$ cat src/hdl/spc_pkg.sv
// package: register map, field positions, reset values and threshold codes for the transceiver control bank
package spc_pkg;
  // ----------------------------------------
  // register map
  // ----------------------------------------
  localparam logic [7:0] SPC_CTRL_ADDR = 8'h00;
  localparam logic [7:0] SPC_STAT_ADDR = 8'h04;
  localparam int SPC_AW = 8;
  localparam int SPC_DW = 32;

  // ----------------------------------------
  // control field positions
  // ----------------------------------------
  localparam int SPC_LOOP_BIT = 13;
  localparam int SPC_EQ_OFF_BIT = 12;
  localparam int SPC_THR_HI = 11;
  localparam int SPC_THR_LO = 10;
  localparam int SPC_TX_OFF_BIT = 9;
  localparam int SPC_TX_SW_BIT = 8;
  localparam logic [5:0] SPC_CTRL_RESET = 6'h00;

  // ----------------------------------------
  // status field positions
  // ----------------------------------------
  localparam int SPC_ST_TXEN_BIT = 0;
  localparam int SPC_ST_OOB_BIT = 1;
  localparam int SPC_ST_SCAN_BIT = 2;

  // ----------------------------------------
  // signal-detect threshold codes
  // ----------------------------------------
  typedef enum logic [1:0] {
    SPC_THR_NOMINAL = 2'h0,
    SPC_THR_LOWER = 2'h1,
    SPC_THR_RAISE = 2'h2,
    SPC_THR_RAISE2 = 2'h3
  } spc_thr_t;

  // signed steps in units of the small step; code 11 is twice code 10
  localparam logic signed [2:0] SPC_STEP_NOMINAL = 3'sh0;
  localparam logic signed [2:0] SPC_STEP_LOWER = -3'sh1;
  localparam logic signed [2:0] SPC_STEP_RAISE = 3'sh1;
  localparam logic signed [2:0] SPC_STEP_RAISE2 = 3'sh2;
endpackage

$ cat src/hdl/spc_ctrl_if.sv
// interface: decoded control bits passed from the register bank to the per-port transceiver logic
`timescale 1ns/1ps
interface spc_ctrl_if;
  logic loopback;
  logic eq_off;
  logic [1:0] thr;
  logic tx_off;
  logic tx_sw;
  modport bank (output loopback, output eq_off, output thr, output tx_off, output tx_sw);
  modport port (input loopback, input eq_off, input thr, input tx_off, input tx_sw);
endinterface

$ cat src/hdl/spc_port.sv
// per-port transceiver steering: loopback, equalizer, threshold step and tx buffer enable
`timescale 1ns/1ps
module spc_port
  import spc_pkg::*;
(
  input wire logic clk_i,
  input wire logic rst_i,
  spc_ctrl_if.port ctrl,
  input wire logic tx_data_i,
  input wire logic rx_pair_i,
  input wire logic oob_active_i,
  input wire logic scan_active_i,
  output logic recov_in_o,
  output logic eq_en_o,
  output logic signed [2:0] thr_step_o,
  output logic tx_pin_o,
  output logic tx_oe_o
);
  // ----------------------------------------
  // decode
  // ----------------------------------------
  wire logic next_recov_in;
  wire logic next_tx_oe;
  logic signed [2:0] next_step;

  assign next_recov_in = ctrl.loopback ? tx_data_i : rx_pair_i;
  // software path when bit 8 set, otherwise oob logic outside scan
  assign next_tx_oe = ctrl.tx_sw ? ~ctrl.tx_off : (oob_active_i & ~scan_active_i);

  always_comb
  begin
    case (spc_thr_t'(ctrl.thr))
      SPC_THR_NOMINAL: next_step = SPC_STEP_NOMINAL;
      SPC_THR_LOWER: next_step = SPC_STEP_LOWER;
      SPC_THR_RAISE: next_step = SPC_STEP_RAISE;
      SPC_THR_RAISE2: next_step = SPC_STEP_RAISE2;
      default: next_step = SPC_STEP_NOMINAL;
    endcase
  end

  // ----------------------------------------
  // registered outputs
  // ----------------------------------------
  always_ff @(posedge clk_i)
  begin
    if (rst_i)
    begin
      recov_in_o <= 1'b0;
      eq_en_o <= 1'b1;
      thr_step_o <= SPC_STEP_NOMINAL;
      tx_pin_o <= 1'b0;
      tx_oe_o <= 1'b0;
    end
    else
    begin
      recov_in_o <= next_recov_in;
      eq_en_o <= ~ctrl.eq_off;
      thr_step_o <= next_step;
      tx_pin_o <= tx_data_i;
      tx_oe_o <= next_tx_oe;
    end
  end
endmodule

$ cat src/hdl/spc_bank.sv
// top: wishbone register bank holding the serial transceiver control bits for all ports
//
// Functional notes
// - bit 13 set loops transmit stream into clock recovery; clear uses receive pins
// - bit 12 set disables receive cable equalizer; clear keeps it enabled
// - bits 11:10 select signal-detect threshold; 00 is nominal
// - code 01 lowers threshold one small step; code 10 raises one step
// - code 11 raises threshold by the largest step, twice code 10
// - bit 8 set, bit 9 clear: transmit pins enabled, driven from core
// - bits 8 and 9 set disable transmit buffer; bit 9 ignored if bit 8 clear
// - bit 8 clear: buffer enabled only during out-of-band, no scan active
`timescale 1ns/1ps
module spc_bank
  import spc_pkg::*;
#(
  parameter int PORTS = 4
)
(
  input wire logic clk_i,
  input wire logic rst_i,
  input wire logic wb_cyc_i,
  input wire logic wb_stb_i,
  input wire logic wb_we_i,
  input wire logic [SPC_AW-1:0] wb_adr_i,
  input wire logic [3:0] wb_sel_i,
  input wire logic [SPC_DW-1:0] wb_dat_i,
  output logic [SPC_DW-1:0] wb_dat_o,
  output logic wb_ack_o,
  output logic wb_err_o,
  input wire logic [PORTS-1:0] tx_data_i,
  input wire logic [PORTS-1:0] rx_pair_i,
  input wire logic [PORTS-1:0] oob_active_i,
  input wire logic scan_active_i,
  output logic [PORTS-1:0] clock_recovery_unit_in_o,
  output logic [PORTS-1:0] eq_en_o,
  output logic [3*PORTS-1:0] thr_step_o,
  output logic [PORTS-1:0] tx_pin_o,
  output logic [PORTS-1:0] tx_oe_o
);
  // ----------------------------------------
  // control register
  // ----------------------------------------
  // bits stored in order {loop, eq_off, thr[1:0], tx_off, tx_sw}
  logic [5:0] ctrl_q;
  spc_ctrl_if cif ();

  // ----------------------------------------
  // wishbone decode
  // ----------------------------------------
  wire logic req;
  wire logic hit_ctrl;
  wire logic hit_stat;
  wire logic wr_ctrl;
  wire logic [5:0] wr_bits;
  wire logic [5:0] next_ctrl;
  wire logic [SPC_DW-1:0] ctrl_word;
  wire logic [SPC_DW-1:0] stat_word;
  wire logic [SPC_DW-1:0] next_rdata;

  // ack is one cycle after the strobe and drops the cycle after
  assign req = wb_cyc_i & wb_stb_i & ~wb_ack_o & ~wb_err_o;
  assign hit_ctrl = (wb_adr_i == SPC_CTRL_ADDR);
  assign hit_stat = (wb_adr_i == SPC_STAT_ADDR);
  assign wr_ctrl = req & wb_we_i & hit_ctrl;
  assign wr_bits = {wb_dat_i[SPC_LOOP_BIT], wb_dat_i[SPC_EQ_OFF_BIT],
                    wb_dat_i[SPC_THR_HI:SPC_THR_LO], wb_dat_i[SPC_TX_OFF_BIT], wb_dat_i[SPC_TX_SW_BIT]};
  // byte 1 holds all six bits; other lanes are reserved
  assign next_ctrl = (wr_ctrl & wb_sel_i[1]) ? wr_bits : ctrl_q;
  assign ctrl_word = {18'h0, ctrl_q[5:4], ctrl_q[3:2], ctrl_q[1:0], 8'h00};
  // ----------------------------------------
  // port instances and status
  // ----------------------------------------
  logic [2:0] scan_sync;
  wire logic scan_lvl;
  logic scan_q;
  assign scan_lvl = (scan_sync[1] == scan_sync[2]) ? scan_sync[2] : scan_q;

  logic [PORTS-1:0] oob_s1;
  logic [PORTS-1:0] oob_s2;
  logic [PORTS-1:0] oob_s3;
  logic [PORTS-1:0] oob_q;
  wire logic [PORTS-1:0] oob_lvl;
  assign oob_lvl = (oob_s2 & oob_s3) | (oob_q & (oob_s2 | oob_s3));

  assign stat_word = {{(SPC_DW-3){1'b0}}, scan_q, |oob_q, |tx_oe_o};
  assign next_rdata = hit_ctrl ? ctrl_word : (hit_stat ? stat_word : {SPC_DW{1'b0}});

  assign cif.loopback = ctrl_q[5];
  assign cif.eq_off = ctrl_q[4];
  assign cif.thr = ctrl_q[3:2];
  assign cif.tx_off = ctrl_q[1];
  assign cif.tx_sw = ctrl_q[0];

  genvar g;
  generate
    for (g = 0; g < PORTS; g = g + 1)
    begin : g_port
      spc_port u_port (
        .clk_i(clk_i),
        .rst_i(rst_i),
        .ctrl(cif.port),
        .tx_data_i(tx_data_i[g]),
        .rx_pair_i(rx_pair_i[g]),
        .oob_active_i(oob_q[g]),
        .scan_active_i(scan_q),
        .recov_in_o(clock_recovery_unit_in_o[g]),
        .eq_en_o(eq_en_o[g]),
        .thr_step_o(thr_step_o[3*g +: 3]),
        .tx_pin_o(tx_pin_o[g]),
        .tx_oe_o(tx_oe_o[g])
      );
    end
  endgenerate

  // ----------------------------------------
  // registers
  // ----------------------------------------
  always_ff @(posedge clk_i)
  begin
    if (rst_i)
    begin
      ctrl_q <= SPC_CTRL_RESET;
      wb_ack_o <= 1'b0;
      wb_err_o <= 1'b0;
      wb_dat_o <= {SPC_DW{1'b0}};
    end
    else
    begin
      ctrl_q <= next_ctrl;
      wb_ack_o <= req & (hit_ctrl | hit_stat);
      wb_err_o <= req & ~(hit_ctrl | hit_stat);
      wb_dat_o <= (req & ~wb_we_i) ? next_rdata : {SPC_DW{1'b0}};
    end
  end

  // external levels pass three flops; a change counts when the last two agree
  always_ff @(posedge clk_i)
  begin
    if (rst_i)
    begin
      scan_sync <= 3'h0;
      scan_q <= 1'b0;
      oob_s1 <= '0;
      oob_s2 <= '0;
      oob_s3 <= '0;
      oob_q <= '0;
    end
    else
    begin
      scan_sync <= {scan_sync[1:0], scan_active_i};
      scan_q <= scan_lvl;
      oob_s1 <= oob_active_i;
      oob_s2 <= oob_s1;
      oob_s3 <= oob_s2;
      oob_q <= oob_lvl;
    end
  end
endmodule

$ cat config.mk
export PLATFORM = sky130hd
export DESIGN_NAME = spc_bank
export DESIGN_NICKNAME = d
export VERILOG_FILES = /design/src/hdl/spc_pkg.sv /design/src/hdl/spc_ctrl_if.sv /design/src/hdl/spc_port.sv /design/src/hdl/spc_bank.sv
export SDC_FILE = /design/constraint.sdc
export NUM_CORES = 1
export LEC_CHECK = 0
export BUFFER_PORTS_ARGS = -buffer_cell sky130_fd_sc_hd__clkbuf_2
export CORE_AREA = 3 3 86 68
export DETAILED_ROUTE_END_ITERATION = 7
export DIE_AREA = 0 0 89 71
export GPL_TIMING_DRIVEN = 0
export PLACE_DENSITY = 0.86
export SYNTH_ARGS = -nofsm -noshare
export SYNTH_HDL_FRONTEND = slang
export SYNTH_SLANG_ARGS = --single-unit
$ cat constraint.sdc
create_clock -name clk_i -period 1.3 [get_ports clk_i]
set_input_delay 0.065 -clock clk_i [delete_from_list [all_inputs] [get_ports clk_i]]
set_output_delay 0.065 -clock clk_i [all_outputs]
set_load 0.02 [all_outputs]
[Word level (Yosys, flattened, before mapping)]
Index checks and enable logic that the tools add are counted.
Storage, ports and cells
  register bits: 76
  latch bits: 0
  RAM bits: 0
  bits in read-only memories: 0
  bits of input ports: 62
  logic and storage cells: 76
  memories: 0
Operators by class
  $add $sub $neg: 0
  multiply operators: 0
  divide/modulo/power cells: 0
  order comparisons: 0
  eq/ne operators: 5
  shifts and indexed selects: 0
  multiplexer cells: 11
  bitwise gates (word level): 27
  reduce and logical (&&, ||, !) cells: 7
Operators by type and width (number)
  14-bit two-way mux: 1
  1-bit AND: 13
  3-bit case mux with 4 select lines: 1
  4-bit OR reduction: 3
  1-bit NOT: 9
  4-bit AND: 2
  8-bit by 3-bit == test with 1-bit output (second input constant): 1
  8-bit zero test: 1
  1-bit two-way mux: 8
  4-bit bitwise OR: 2
  2-bit == test (second input constant): 2
  3-bit two-way mux: 1
  3-bit OR reduction: 1
  2-bit by 1-bit == test with 1-bit output (second input constant): 1
  2-bit zero test: 1
  2-bit OR reduction: 1
  1-bit == test: 1
  1-bit bitwise OR: 1

[Longest topological paths before layout]
  word-level depth: 6
  depth in mapped cells: 4
  depth with buffers taken out: 4

[Cells and area by module]
From an unflattened synthesis, not the netlist that was laid out.
Unflattened totals
  cell total of the unflattened synthesis: 220
  area total of the unflattened synthesis: 2368.5 um^2
By module, submodules not included
  spc_bank: times used 1, cells each 136, area an instance 1417.6 um^2
  spc_port: times used 4, cells each 21, area an instance 237.7 um^2

[Worst setup path after synthesis]
No wires, ideal clock.
  path type: reg-to-reg
  start point: register wb_err_o
  end point: register wb_dat_o[12]
  setup time: 0.088 ns
  data arrival time: 1.141 ns
  required time: 1.212 ns
  slack: 0.070 ns
  stages on the path, launching flop included: 4
  clock period less this slack: 1.230 ns
  path through: dfxtp_1 > and4bb_2 > nand3b_4 > nor4b_2
On the way
  longest elaborated chain between the ends: 5
Ends and longest elaborated chain
  start, declared: line spc_bank.sv:29  | output logic wb_err_o,
  start signal, assigned: line spc_bank.sv:131  | wb_err_o <= req & ~(hit_ctrl | hit_stat);
  1-bit NOT: line spc_bank.sv:61  | assign req = wb_cyc_i & wb_stb_i & ~wb_ack_o & ~wb_err_o;
  1-bit AND: line spc_bank.sv:61
  1-bit AND: line spc_bank.sv:132  | wb_dat_o <= (req & ~wb_we_i) ? next_rdata : {SPC_DW{1'b0}};
  1-bit NOT (no line)
  2-bit OR reduction (no line)
  end signal, assigned: line spc_bank.sv:125  | wb_dat_o <= {SPC_DW{1'b0}};
  end signal, assigned: line spc_bank.sv:132
  end, declared: line spc_bank.sv:27  | output logic [SPC_DW-1:0] wb_dat_o,
No other way between the ends.
A chain may end at the register's enable or synchronous reset.

[Worst setup path in the final report]
  start point: register wb_err_o
  end point: register wb_dat_o[9]
The elaborated chain is that of the path after synthesis.

==> results.tsv <==
metric	value	unit
status	finished, final reports clean	
num_vias	1644	
r2r_end	wb_dat_o[9]	
synthCells	213	
die_x	89	um
reg2reg_depth	3	
path_cells	and4bb_4 -> nand3b_4 -> nor4b_2	
numPortBuffers	70	
fillers	439	
worstPathArrival	1.43	ns
synth_cell_types	25	
multi_input_area	838.3	um^2
drt_drc_violations_left	0	
setup_tns	0	ns
n_antenna_cell	0	
cts_tree	built	
routed_wl	4292	um
via_per_inst	4.183	
final_cell_mix	clkbuf_2 (70), dfxtp_1 (53), buf_4 (48), conb_1 (23), nor2b_1 (21)	
synth_seq_cells	53	
die-area	6319	um^2
cts.sink_count	53	
finalMaxSlewViolations	0	
clkTransAtPathRegs	0.09	ns
relSlewSlack	0.6437	
cp_slowest_cell	and4bb_4	
grt_pass1_wl	6706	um
cts_buffer_depth	2	
grt-ovfl-total	0	
cap_violations	0	
cp-end-kind	flop	
vdd_drop_max	0.5462	mV
hold-path-endpoint	g_port[0].u_port.tx_pin_o	
dieHeight	71	um
row_count	23	
fmax	824.3	MHz
nets	396	
hold_path.class	input port to flop	
power.leakage	1.451	nW
slowest_delay	0.39	ns
first_global_vias	1503	
clock_latency	0.30	ns
hp-start	tx_data_i[0]	
grt_use_total	0.1378	
post_drt_wl_per_cell	10.92	um
syn2layout_area_growth	35.48	%
htreeDepth	2	
core_region_area	5151	um^2
worstPathRequired	1.51	ns
routabilityCongestion	0.7607	
worstMarginPinSlew	0.5345	ns
drt_iter0_markers	49	
power_density	974.9	nW/um^2
seq_area_frac_synth	0.4829	
synth_area_per_cell	10.32	um^2
finClkSkew	0.006489	ns
syn_area	2197	um^2
critPathLaunchType	flop	
postRouteAntennaNets	0	
total_power	0.002902	W
finalSetupViolations	0	
timing.final.crit_share	0.9332	
hold_path_depth	2	
yosysWarnings	0	
cts_made_buffers	5	
cts-root-buf	clkbuf_8	
grt_max_degree	16	
finalHoldViolCount	0	
r2r_slack	0.09	ns
fin_crit	1.213	ns
seqCellArea	1061	um^2
hpwl	3061	um
firstDrtPassIters	4	
post_cts_buffers	0	
drive_gt1_frac	0.4139	
critPathMaxFanout	5	
crit_type	flop to flop	
final_common_cell	clkbuf_2	
r2r_start	wb_err_o	
rsz0062_at_grt	false	
ios	124	
grt_antenna_before_repair	0	
initial_core_util	0.4265	
-- worst max-delay path, delay by kind of cell (launching register included) --
family	cells	cell delay, ns
flops	1	0.32
simple gates	3	0.81
-- how the worst max path moves through the flow --
stage,from,end,slack [ns]
2_1_floorplan,wb_err_o,wb_dat_o[12],0.07
3_3_place_gp,wb_adr_i[5],wb_dat_o[9],0.02
3_5_place_dp,rst_i,g_port[1].u_port.recov_in_o,-0.009
4_1_cts,wb_err_o,wb_dat_o[12],0.04
5_1_grt,wb_err_o,wb_dat_o[12],0.02
6_report,wb_err_o,wb_dat_o[9],0.09
-- cell families after synthesis --
kind of cell	after synthesis	synth area share
buffers and inverters	57	0.1800
other	1	0.001707
DFF	53	0.4829
adders and majority gates	4	0.02278
muxes	10	0.04556
and+or+nand+nor	73	0.2329
AOI/OAI and AO/OA	15	0.03417
-- layer usage --
layer,track usage,vias to the layer above,share of wire
met3,0.05588,2,0.068
li1,-,853,-
met4,0.02975,0,0.0040
met2,0.2405,53,0.49
met1,0.1579,736,0.44
met5,0,-,0
-- Yosys cell counts --
cell / instances / area share
buf_2: 1 / 0.0023
nor2b_1: 21 / 0.060
buf_4: 48 / 0.16
conb_1: 1 / 0.0017
nor4b_2: 4 / 0.027
nor3_1: 4 / 0.0091
nor4_4: 1 / 0.0097
nand2_1: 11 / 0.019
nor4_1: 2 / 0.0057
ha_1: 4 / 0.023
nor4_2: 2 / 0.011
nand3b_4: 1 / 0.0091
and3b_1: 1 / 0.0040
o21ai_0: 5 / 0.011
nor3_2: 1 / 0.0046
inv_1: 2 / 0.0034
nand3b_1: 1 / 0.0034
nand2b_1: 15 / 0.043
clkbuf_1: 6 / 0.010
nand4_4: 1 / 0.0097
dfxtp_1: 53 / 0.48
and4bb_2: 1 / 0.0057
nor2_1: 7 / 0.012
mux2i_1: 10 / 0.046
a21oi_1: 10 / 0.023
-- through the flow --
step	hold slack [ns]	util	cell area (um^2)	setup slack, ns	cells
2_1_floorplan	0.1932	-	2280	0.07043	235
3_3_place_gp	0.2803	0.5256	2708	0.02340	367
3_5_place_dp	0.2795	0.5256	2708	-0.008583	367
4_1_cts	0.00005204	0.5749	2962	0.03733	392
5_1_grt	0.002686	0.5778	2977	0.01944	393
6_report	0.007147	0.5778	2977	0.08690	393
-- report_power, final --
group	switching (W)	leakage [nW]	total, W	internal [W]
Sequential	0.0000111	0.432	0.00167	0.00166
Combinational	0.000177	0.980	0.000354	0.000177
Clock	0.000499	0.0385	0.000881	0.000382
-- sequential cells by signal (all words and copies together) (netlist names) --
name and cells:
wb_err_o 1, g_port.u_port.eq_en_o 1, wb_dat_o 9, g_port.u_port.tx_pin_o 4, g_port.u_port.recov_in_o 4, g_port.u_port.thr_step_o 3, oob_q 4, scan_q 1
g_port.u_port.tx_oe_o 4, ctrl_q 6, wb_ack_o 1, oob_s2 4, scan_sync 3, oob_s1 4, oob_s3 4
-- timing repair --
item                                    CTS  global route
resized for setup                         0             1
hold buffers                             17             0
endpoints found under the hold margin    17             0
endpoints found under the setup margin    0             3
-- final cells by class --
class,count,area share
flip-flops and latches,53,0.3565
plain buffers,55,0.1303
clock inverters,1,0.002522
clock buffers,7,0.02564
repair buffers,87,0.1749
well taps,62,0.02606
inverters,2,0.002522
multi-input cells,126,0.2816
Note: power is estimated with default switching activity, not from simulation.
